**src/sbt_consts.svh**
```systemverilog
// Constants of the boundary-scan test port: widths, codes, reset values
`ifndef SBT_CONSTS_SVH
`define SBT_CONSTS_SVH

`define SBT_IR_W          3
`define SBT_ID_W          32
`define SBT_BSR_W         72
`define SBT_SYNC_W        3

// Instruction encodings; only the all-zero code is fixed
`define SBT_OP_EXTEST     3'h0
`define SBT_OP_IDCODE     3'h1
`define SBT_OP_SAMPLE_Z   3'h2
`define SBT_OP_SAMPLE     3'h4
`define SBT_OP_BYPASS     3'h7

// Arbitrary identification value, bit 0 set
`define SBT_ID_VALUE      32'h0A5C_3001

`define SBT_CAP_IR_LOW    2'h1
`define SBT_TMS_RST_EDGES 5
// Sync flop reset levels: tck low, tms and tdi pulled high
`define SBT_SYNC_RST      3'h3

`endif

```
**src/sbt_pkg.sv**
```systemverilog
// Types shared by the boundary-scan test port
package sbt_pkg;

  typedef enum logic [3:0] {
    SBT_TLR,
    SBT_RTI,
    SBT_SEL_DR,
    SBT_CAP_DR,
    SBT_SHIFT_DR,
    SBT_EXIT1_DR,
    SBT_PAUSE_DR,
    SBT_EXIT2_DR,
    SBT_UPD_DR,
    SBT_SEL_IR,
    SBT_CAP_IR,
    SBT_SHIFT_IR,
    SBT_EXIT1_IR,
    SBT_PAUSE_IR,
    SBT_EXIT2_IR,
    SBT_UPD_IR
  } sbt_tap_st_t;

  typedef enum logic [1:0] {
    SBT_PATH_BYP,
    SBT_PATH_ID,
    SBT_PATH_BSR
  } sbt_path_t;

endpackage

```
**src/sbt_sync.sv**
```systemverilog
// Three-stage pin synchroniser with agreement filter
`timescale 1ns/1ps
`include "sbt_consts.svh"

module sbt_sync #(
  parameter int        W       = `SBT_SYNC_W,
  parameter logic [W-1:0] RST_VAL = `SBT_SYNC_RST
) (
  input  wire logic         clk,     // system clock
  input  wire logic         reset_n, // async reset, active low
  input  wire logic [W-1:0] din,     // asynchronous pins
  output logic      [W-1:0] dout     // filtered levels
);

  typedef struct packed {
    logic [W-1:0] s1;
    logic [W-1:0] s2;
    logic [W-1:0] s3;
    logic [W-1:0] lvl;
  } sbt_sync_t;

  sbt_sync_t r;
  sbt_sync_t next_r;

  always_comb begin
    next_r    = r;
    next_r.s1 = din;
    next_r.s2 = r.s1;
    next_r.s3 = r.s2;
    // Change accepted only when stages two and three agree
    for (int i = 0; i < W; i++) begin
      if (r.s2[i] == r.s3[i]) begin
        next_r.lvl[i] = r.s3[i];
      end
    end
  end

  always_ff @(posedge clk or negedge reset_n) begin
    if (!reset_n) begin
      r <= {RST_VAL, RST_VAL, RST_VAL, RST_VAL};
    end else begin
      r <= next_r;
    end
  end

  assign dout = r.lvl;

endmodule

```
**src/sbt_tap.sv**
```systemverilog
// Boundary-scan test access port of a burst SRAM, clocked by system clk
//
// What this block does
// - Sample TMS and TDI on rising TCK
// - Change TDO only on falling TCK
// - TMS and TDI read high when unconnected
// - Shift in at MSB, out at LSB
// - Instruction selects exactly one scan register
// - Five TMS-high edges reach reset state
// - Power-up reset leaves TDO high impedance
// - Three-bit instruction register shifts serially
// - Reset state loads identification instruction
// - Capture-IR loads binary 01 low bits
// - Single bypass bit, cleared at capture
// - Capture-type instructions snapshot the I/O ring
// - Boundary register covers ring, MSB at TDI
// - Identification register captures hardwired 32-bit code
// - Scan data never drives memory pins
// - New instruction takes effect at Update-IR
// - All-zero code samples and floats outputs
// - Sample-Z samples and floats outputs
// - Bypass instruction connects bypass register
// - Update-DR under sample changes nothing
`timescale 1ns/1ps
`include "sbt_consts.svh"

module sbt_tap #(
  parameter int               BSR_W      = `SBT_BSR_W,
  parameter logic [2:0]       OP_EXTEST  = `SBT_OP_EXTEST,
  parameter logic [2:0]       OP_IDCODE  = `SBT_OP_IDCODE,
  parameter logic [2:0]       OP_SAMPLEZ = `SBT_OP_SAMPLE_Z,
  parameter logic [2:0]       OP_SAMPLE  = `SBT_OP_SAMPLE,
  parameter logic [2:0]       OP_BYPASS  = `SBT_OP_BYPASS,
  parameter logic [31:0]      ID_VALUE   = `SBT_ID_VALUE
) (
  input  wire logic             clk,      // system clock, 50 MHz
  input  wire logic             reset_n,  // power-up reset, active low
  input  wire logic             tck,      // test clock pin
  input  wire logic             tms,      // mode select pin
  input  wire logic             tdi,      // serial data in pin
  input  wire logic [BSR_W-1:0] io_ring,  // input and bidir pin levels
  output logic                  tdo,      // serial data out
  output logic                  tdo_oe,   // high while tdo is driven
  output logic                  mem_hiz   // force memory outputs high-Z
);

  typedef struct packed {
    sbt_pkg::sbt_tap_st_t   fsm;
    logic                   tck_q;
    logic [`SBT_IR_W-1:0]   ir_sh;
    logic [`SBT_IR_W-1:0]   ir;
    logic                   hiz;
    logic                   byp;
    logic [`SBT_ID_W-1:0]   idr;
    logic [BSR_W-1:0]       bsr;
    logic                   tdo;
    logic                   tdo_oe;
  } sbt_tap_t;

  sbt_tap_t r;
  sbt_tap_t next_r;

  logic tck_s;
  logic tms_s;
  logic tdi_s;
  logic rise;
  logic fall;

  sbt_sync #(
    .W       (`SBT_SYNC_W),
    .RST_VAL (`SBT_SYNC_RST)
  ) u_sync (
    .clk     (clk),
    .reset_n (reset_n),
    .din     ({tck, tms, tdi}),
    .dout    ({tck_s, tms_s, tdi_s})
  );

  // Path decode shared by shifting and output
  function automatic sbt_pkg::sbt_path_t path_of(input logic [2:0] op);
    sbt_pkg::sbt_path_t p;
    p = sbt_pkg::SBT_PATH_BYP;
    if (op == OP_IDCODE) begin
      p = sbt_pkg::SBT_PATH_ID;
    end else if (op == OP_EXTEST || op == OP_SAMPLE || op == OP_SAMPLEZ) begin
      p = sbt_pkg::SBT_PATH_BSR;
    end
    return p;
  endfunction

  // Standard TMS-driven transitions
  function automatic sbt_pkg::sbt_tap_st_t tap_next(input sbt_pkg::sbt_tap_st_t s,
                                                    input logic m);
    sbt_pkg::sbt_tap_st_t n;
    n = s;
    // All sixteen codes are legal states, so no default
    unique case (s)
      sbt_pkg::SBT_TLR: begin
        if (m) begin
          n = sbt_pkg::SBT_TLR;
        end else begin
          n = sbt_pkg::SBT_RTI;
        end
      end
      sbt_pkg::SBT_RTI: begin
        if (m) begin
          n = sbt_pkg::SBT_SEL_DR;
        end else begin
          n = sbt_pkg::SBT_RTI;
        end
      end
      sbt_pkg::SBT_SEL_DR: begin
        if (m) begin
          n = sbt_pkg::SBT_SEL_IR;
        end else begin
          n = sbt_pkg::SBT_CAP_DR;
        end
      end
      sbt_pkg::SBT_CAP_DR: begin
        if (m) begin
          n = sbt_pkg::SBT_EXIT1_DR;
        end else begin
          n = sbt_pkg::SBT_SHIFT_DR;
        end
      end
      sbt_pkg::SBT_SHIFT_DR: begin
        if (m) begin
          n = sbt_pkg::SBT_EXIT1_DR;
        end else begin
          n = sbt_pkg::SBT_SHIFT_DR;
        end
      end
      sbt_pkg::SBT_EXIT1_DR: begin
        if (m) begin
          n = sbt_pkg::SBT_UPD_DR;
        end else begin
          n = sbt_pkg::SBT_PAUSE_DR;
        end
      end
      sbt_pkg::SBT_PAUSE_DR: begin
        if (m) begin
          n = sbt_pkg::SBT_EXIT2_DR;
        end else begin
          n = sbt_pkg::SBT_PAUSE_DR;
        end
      end
      sbt_pkg::SBT_EXIT2_DR: begin
        if (m) begin
          n = sbt_pkg::SBT_UPD_DR;
        end else begin
          n = sbt_pkg::SBT_SHIFT_DR;
        end
      end
      sbt_pkg::SBT_UPD_DR: begin
        if (m) begin
          n = sbt_pkg::SBT_SEL_DR;
        end else begin
          n = sbt_pkg::SBT_RTI;
        end
      end
      sbt_pkg::SBT_SEL_IR: begin
        if (m) begin
          n = sbt_pkg::SBT_TLR;
        end else begin
          n = sbt_pkg::SBT_CAP_IR;
        end
      end
      sbt_pkg::SBT_CAP_IR: begin
        if (m) begin
          n = sbt_pkg::SBT_EXIT1_IR;
        end else begin
          n = sbt_pkg::SBT_SHIFT_IR;
        end
      end
      sbt_pkg::SBT_SHIFT_IR: begin
        if (m) begin
          n = sbt_pkg::SBT_EXIT1_IR;
        end else begin
          n = sbt_pkg::SBT_SHIFT_IR;
        end
      end
      sbt_pkg::SBT_EXIT1_IR: begin
        if (m) begin
          n = sbt_pkg::SBT_UPD_IR;
        end else begin
          n = sbt_pkg::SBT_PAUSE_IR;
        end
      end
      sbt_pkg::SBT_PAUSE_IR: begin
        if (m) begin
          n = sbt_pkg::SBT_EXIT2_IR;
        end else begin
          n = sbt_pkg::SBT_PAUSE_IR;
        end
      end
      sbt_pkg::SBT_EXIT2_IR: begin
        if (m) begin
          n = sbt_pkg::SBT_UPD_IR;
        end else begin
          n = sbt_pkg::SBT_SHIFT_IR;
        end
      end
      sbt_pkg::SBT_UPD_IR: begin
        if (m) begin
          n = sbt_pkg::SBT_SEL_DR;
        end else begin
          n = sbt_pkg::SBT_RTI;
        end
      end
    endcase
    return n;
  endfunction

  function automatic logic floats(input logic [2:0] op);
    return (op == OP_EXTEST) || (op == OP_SAMPLEZ);
  endfunction

  assign rise = tck_s & ~r.tck_q;
  assign fall = ~tck_s & r.tck_q;

  always_comb begin
    next_r       = r;
    next_r.tck_q = tck_s;

    // state and data move on rising TCK only
    if (rise) begin
      // TMS high five edges ends in reset
      next_r.fsm = tap_next(r.fsm, tms_s);

      unique case (r.fsm)
        sbt_pkg::SBT_CAP_IR: begin
          next_r.ir_sh = {r.ir[2], `SBT_CAP_IR_LOW};
        end
        sbt_pkg::SBT_SHIFT_IR: begin
          next_r.ir_sh = {tdi_s, r.ir_sh[2:1]};
        end
        sbt_pkg::SBT_CAP_DR: begin
          unique case (path_of(r.ir))
            sbt_pkg::SBT_PATH_BYP: next_r.byp = 1'b0;
            sbt_pkg::SBT_PATH_ID:  next_r.idr = ID_VALUE;
            sbt_pkg::SBT_PATH_BSR: next_r.bsr = io_ring;
            default:               next_r.byp = 1'b0;
          endcase
        end
        sbt_pkg::SBT_SHIFT_DR: begin
          unique case (path_of(r.ir))
            sbt_pkg::SBT_PATH_BYP: next_r.byp = tdi_s;
            sbt_pkg::SBT_PATH_ID:  next_r.idr = {tdi_s, r.idr[`SBT_ID_W-1:1]};
            sbt_pkg::SBT_PATH_BSR: next_r.bsr = {tdi_s, r.bsr[BSR_W-1:1]};
            default:               next_r.byp = tdi_s;
          endcase
        end
        default: begin
          next_r.fsm = tap_next(r.fsm, tms_s);
        end
      endcase

      if (next_r.fsm == sbt_pkg::SBT_TLR) begin
        next_r.ir  = OP_IDCODE;
        next_r.hiz = floats(OP_IDCODE);
      end
      // shifted code takes effect entering update
      if (next_r.fsm == sbt_pkg::SBT_UPD_IR) begin
        next_r.ir  = r.ir_sh;
        next_r.hiz = floats(r.ir_sh);
      end
    end

    if (fall) begin
      next_r.tdo_oe = (r.fsm == sbt_pkg::SBT_SHIFT_IR) || (r.fsm == sbt_pkg::SBT_SHIFT_DR);
      if (r.fsm == sbt_pkg::SBT_SHIFT_IR) begin
        next_r.tdo = r.ir_sh[0];
      end else if (r.fsm == sbt_pkg::SBT_SHIFT_DR) begin
        unique case (path_of(r.ir))
          sbt_pkg::SBT_PATH_BYP: next_r.tdo = r.byp;
          sbt_pkg::SBT_PATH_ID:  next_r.tdo = r.idr[0];
          sbt_pkg::SBT_PATH_BSR: next_r.tdo = r.bsr[0];
          default:               next_r.tdo = r.byp;
        endcase
      end
    end
  end

  // power-up reset: identification loaded, tdo released
  always_ff @(posedge clk or negedge reset_n) begin
    if (!reset_n) begin
      r.fsm    <= sbt_pkg::SBT_TLR;
      r.tck_q  <= 1'b0;
      r.ir_sh  <= OP_IDCODE;
      r.ir     <= OP_IDCODE;
      r.hiz    <= 1'b0;
      r.byp    <= 1'b0;
      r.idr    <= '0;
      r.bsr    <= '0;
      r.tdo    <= 1'b0;
      r.tdo_oe <= 1'b0;
    end else begin
      r <= next_r;
    end
  end

  assign tdo     = r.tdo;
  assign tdo_oe  = r.tdo_oe;
  assign mem_hiz = r.hiz;

endmodule

```
**config.mk**
```make
export PLATFORM = sky130hd
export DESIGN_NAME = sbt_tap
export DESIGN_NICKNAME = d
export VERILOG_FILES = /design/src/sbt_pkg.sv /design/src/sbt_sync.sv /design/src/sbt_tap.sv
export VERILOG_INCLUDE_DIRS = /design/src
export SDC_FILE = /design/constraint.sdc
export NUM_CORES = 1
export LEC_CHECK = 0
export ABC_AREA = 1
export BUFFER_PORTS_ARGS = -buffer_cell sky130_fd_sc_hd__buf_2
export CAP_MARGIN = 0
export CELL_PAD_IN_SITES_DETAIL_PLACEMENT = 0
export CELL_PAD_IN_SITES_GLOBAL_PLACEMENT = 1
export CORE_MARGIN = 3
export CORE_UTILIZATION = 40
export CTS_CLUSTER_SIZE = 40
export DETAILED_ROUTE_END_ITERATION = 6
export PLACE_DENSITY = 0.82
export SETUP_SLACK_MARGIN = 0.15
export SKIP_LAST_GASP = 1
export SLEW_MARGIN = 25
export SYNTH_ARGS = -nofsm -noshare
export SYNTH_HDL_FRONTEND = slang
export SYNTH_SLANG_ARGS = --single-unit
```
**constraint.sdc**
```tcl
create_clock -name clk -period 2.4 [get_ports clk]
set_input_delay 0.24 -clock clk [delete_from_list [all_inputs] [get_ports clk]]
set_output_delay 0.24 -clock clk [all_outputs]
set_load 0.1 [all_outputs]
```
==> run summary <==
- final setup skew: 7.52 ps
- data arrival time at the worst-slack endpoint: 2390 ps
- number of standard cells in the layout, taps in and fillers out: 994
- total count of hold-check failures in the final report: 0
- Longest Clk Path Bufs: 2
- kind of end point of the critical path: register
- unrepaired setup endpoints after global routing: no
- max capacitance violation total: 0
- Hold Crit Depth: 3
- detailed-route wire length: 13,000 um
- most used standard cell by instance count after synthesis: sky130_fd_sc_hd__nand2_1
- Max transition margin: 0.401
- final setup violating endpoints: 0
- Worst R2R Path Depth: 8
- Leak Pwr: 0.00363 uW
- post-synthesis register bit count: 131
- global-route congestion overflow total: 0
- register area: 3290 um2
- CP required: 2740 ps
- number of nets produced by synthesis: 794
- post-DR wirelength/cell: 13.0 um
- root cell of the clock tree: sky130_fd_sc_hd__clkbuf_16
- kind of path behind the tightest hold check: in2reg
- post-synthesis instance area: 6110 um2
- number of I/O pins: 80
- area growth from synthesis to layout: 21.0%
- FILL cells: 1,411
- share of Yosys cell area claimed by the top area cell type: 0.496
- number of buffers added on ports: 79
- Die ar.: 16,800 um2
- Final Slew Violations: 0
- synthesized instance count: 715
- GRT Resource Usage Total: 0.164
- first-iteration detailed-routing DRC count: 276
- highest attainable clock frequency: 488 MHz
- pin count of the biggest net entering global routing: 69
- TritonCTS clock tree: built
- fraction of the yosys area taken by sequential cells: 0.539
- clock buffers created by TritonCTS: 17
- Setup Total Neg Slack: 0 ps
- clock latency on the worst-skew pair: 420 ps
- most area-consuming cells after synthesis: sky130_fd_sc_hd__dfrtp_1 (50%), sky130_fd_sc_hd__nand2_1 (12%), sky130_fd_sc_hd__o211ai_1 (8.7%)
- area occupied by multi-input gates: 2220 um2
- Max IR drop VDD: 0.575 mV
- global-route wire length before repair: 22,100 um
- kind of critical path: reg2reg
- cell-by-cell trace of the critical path: nor2_2 -> nand2_2 -> a21oi_2 -> inv_2 -> nor2_8 -> buf_12 -> o211ai_1 -> o21ai_1
- final non-filler cell area: 7390 um2
- prevailing post-synth register cell: sky130_fd_sc_hd__dfrtp_1
- layout cell share with drive strength beyond 1: 0.193
- run status: finished, final reports clean
- Post-synth top cells: sky130_fd_sc_hd__nand2_1 (188), sky130_fd_sc_hd__dfrtp_1 (121), sky130_fd_sc_hd__inv_1 (99)
- Period minus WS final: 2050 ps
- width of the die: 130 um
- number of sinks driven by the clock tree: 131
- top cell type by total area after synthesis: sky130_fd_sc_hd__dfrtp_1
- Nets: 875
- core region area: 14,800 um2
- via count of the first global-routing pass: 4,819
- pwr/cell area: 1100 nW/um2
- Max FO, Critical Path: 52
- antenna-violating nets left: 0
- DR DRC count: 0
- H-Tree Level Count: 4
- Worst-Margin Slew: 896 ps
- Placed Cells: 950
- CP peak stage delay: 460 ps
- initial antenna violation count: 2
- initial core utilization: 0.414
- DR vias/cell: 5.05
- HPWL reported at the end of detailed placement: 8720 um
- vias after detailed routing: 5,024
- EDFF count, synth: 0
- DP Area: 6670 um2
- RD Place Congestion: 0.949
- Distinct cells, synth: 28
- share of synthesized registers carrying an async set or reset: 1.00
- number of rows in the core area: 44
- worst-path cell with the longest stage delay: sky130_fd_sc_hd__dfrtp_1
- count of synthesis-stage warnings from yosys: 0
- fraction of the cycle the final worst path needs: 0.855
- post-synthesis average cell area: 8.54 um2
- clock-pin slew on the worst setup and hold paths: 50 ps
- Pre-Repair DR Iteration Count: 5
- kind of start point of the critical path: register
- vertical die dimension: 130 um
[sequential cells by signal, indices dropped and copies added, names as in the netlist]
name / flops
mem_hiz: 1
u_sync.next_r: 6
u_sync.r: 3
tdo_oe: 1
u_sync.dout: 3
tdo: 1
r: 116
[report_power, final]
part           internal [uW]  switching [uW]
registers               2960             294
clock network           1710             916
logic                    724            1510
[through the flow]
stage,util,power (uW),setup WS [ps],hold slack (ps)
floorplan,-,4910,652,-55.6
global placement,0.452,5400,338,234
detailed placement,0.452,5480,214,243
CTS,0.496,8140,190,69.1
global route,0.501,8700,150,75.9
finish,0.501,8120,349,86.1
[worst max-delay path: cells and delay by family, from the launching register on]
family	cells	cell delay, ps
and+or+nand+nor	3	660
DFF	1	460
AOI/OAI and AO/OA	3	460
buffers and inverters	2	390
[final cells by class]
| type | count | area share |
|---|---|---|
| flip-flops and latches | 131 | 0.445 |
| clock inverters | 10 | 0.0178 |
| inverters | 103 | 0.0532 |
| repair buffers | 101 | 0.0870 |
| repair inverters | 1 | 0.00102 |
| diodes | 1 | 0.000339 |
| clock buffers | 22 | 0.0642 |
| multi-input cells | 441 | 0.300 |
| well taps | 184 | 0.0312 |
[placed cells by master (no fill, tap or decap), types with 10 or more instances in the layout]
cell type                     n
sky130_fd_sc_hd__o211ai_1    71
sky130_fd_sc_hd__buf_2       78
sky130_fd_sc_hd__dfstp_2     10
sky130_fd_sc_hd__nand3_1     41
sky130_fd_sc_hd__clkbuf_16   17
sky130_fd_sc_hd__o21ai_0     48
sky130_fd_sc_hd__buf_4       12
sky130_fd_sc_hd__nand2_1    188
sky130_fd_sc_hd__nor2_1      19
sky130_fd_sc_hd__dfrtp_1    121
sky130_fd_sc_hd__o21ai_1     49
sky130_fd_sc_hd__inv_1       97
[metal layers]
| metal | GRT usage | share of wire | vias to the layer above |
|---|---|---|---|
| met3 | 0.0474 | 0.058 | 26 |
| met5 | 0 | 0.0012 | - |
| met4 | 0.0733 | 0.024 | 2 |
| met1 | 0.222 | 0.46 | 2360 |
| li1 | - | - | 2506 |
| met2 | 0.246 | 0.45 | 130 |
[cell families after synthesis]
logic type / after synthesis / synth area share
flops: 131 / 0.539
compound gates: 176 / 0.176
simple gates: 259 / 0.175
buf+inv: 144 / 0.101
fa+ha+maj: 5 / 0.00901
[final timing paths]
| path | from | slack (ps) | end |
|---|---|---|---|
| worst max-delay path | r[115]$_DFFE_PN0P_ | 350 | r[35]$_DFFE_PN0P_ |
| worst min-delay path | io_ring[52] | 90 | r[54]$_DFFE_PN0P_ |
| worst max register to register | r[115]$_DFFE_PN0P_ | 350 | r[35]$_DFFE_PN0P_ |
| worst min register to register | u_sync.next_r[8]$_DFF_PN0_ | 350 | u_sync.next_r[5]$_DFF_PN0_ |
| max in group asynchronous | reset_n | 1300 | r[111]$_DFFE_PN1P_ |
| min in group asynchronous | reset_n | 330 | r[31]$_DFFE_PN0P_ |
[timing repair]
item,4_1_cts,5_1_grt
setup endpoints to repair,0,95
setup buffers,0,5
gates resized for setup,0,6
endpoints found under the hold margin,35,0
hold buffers,4,0
No activity file was read; power rests on OpenSTA's default activity.
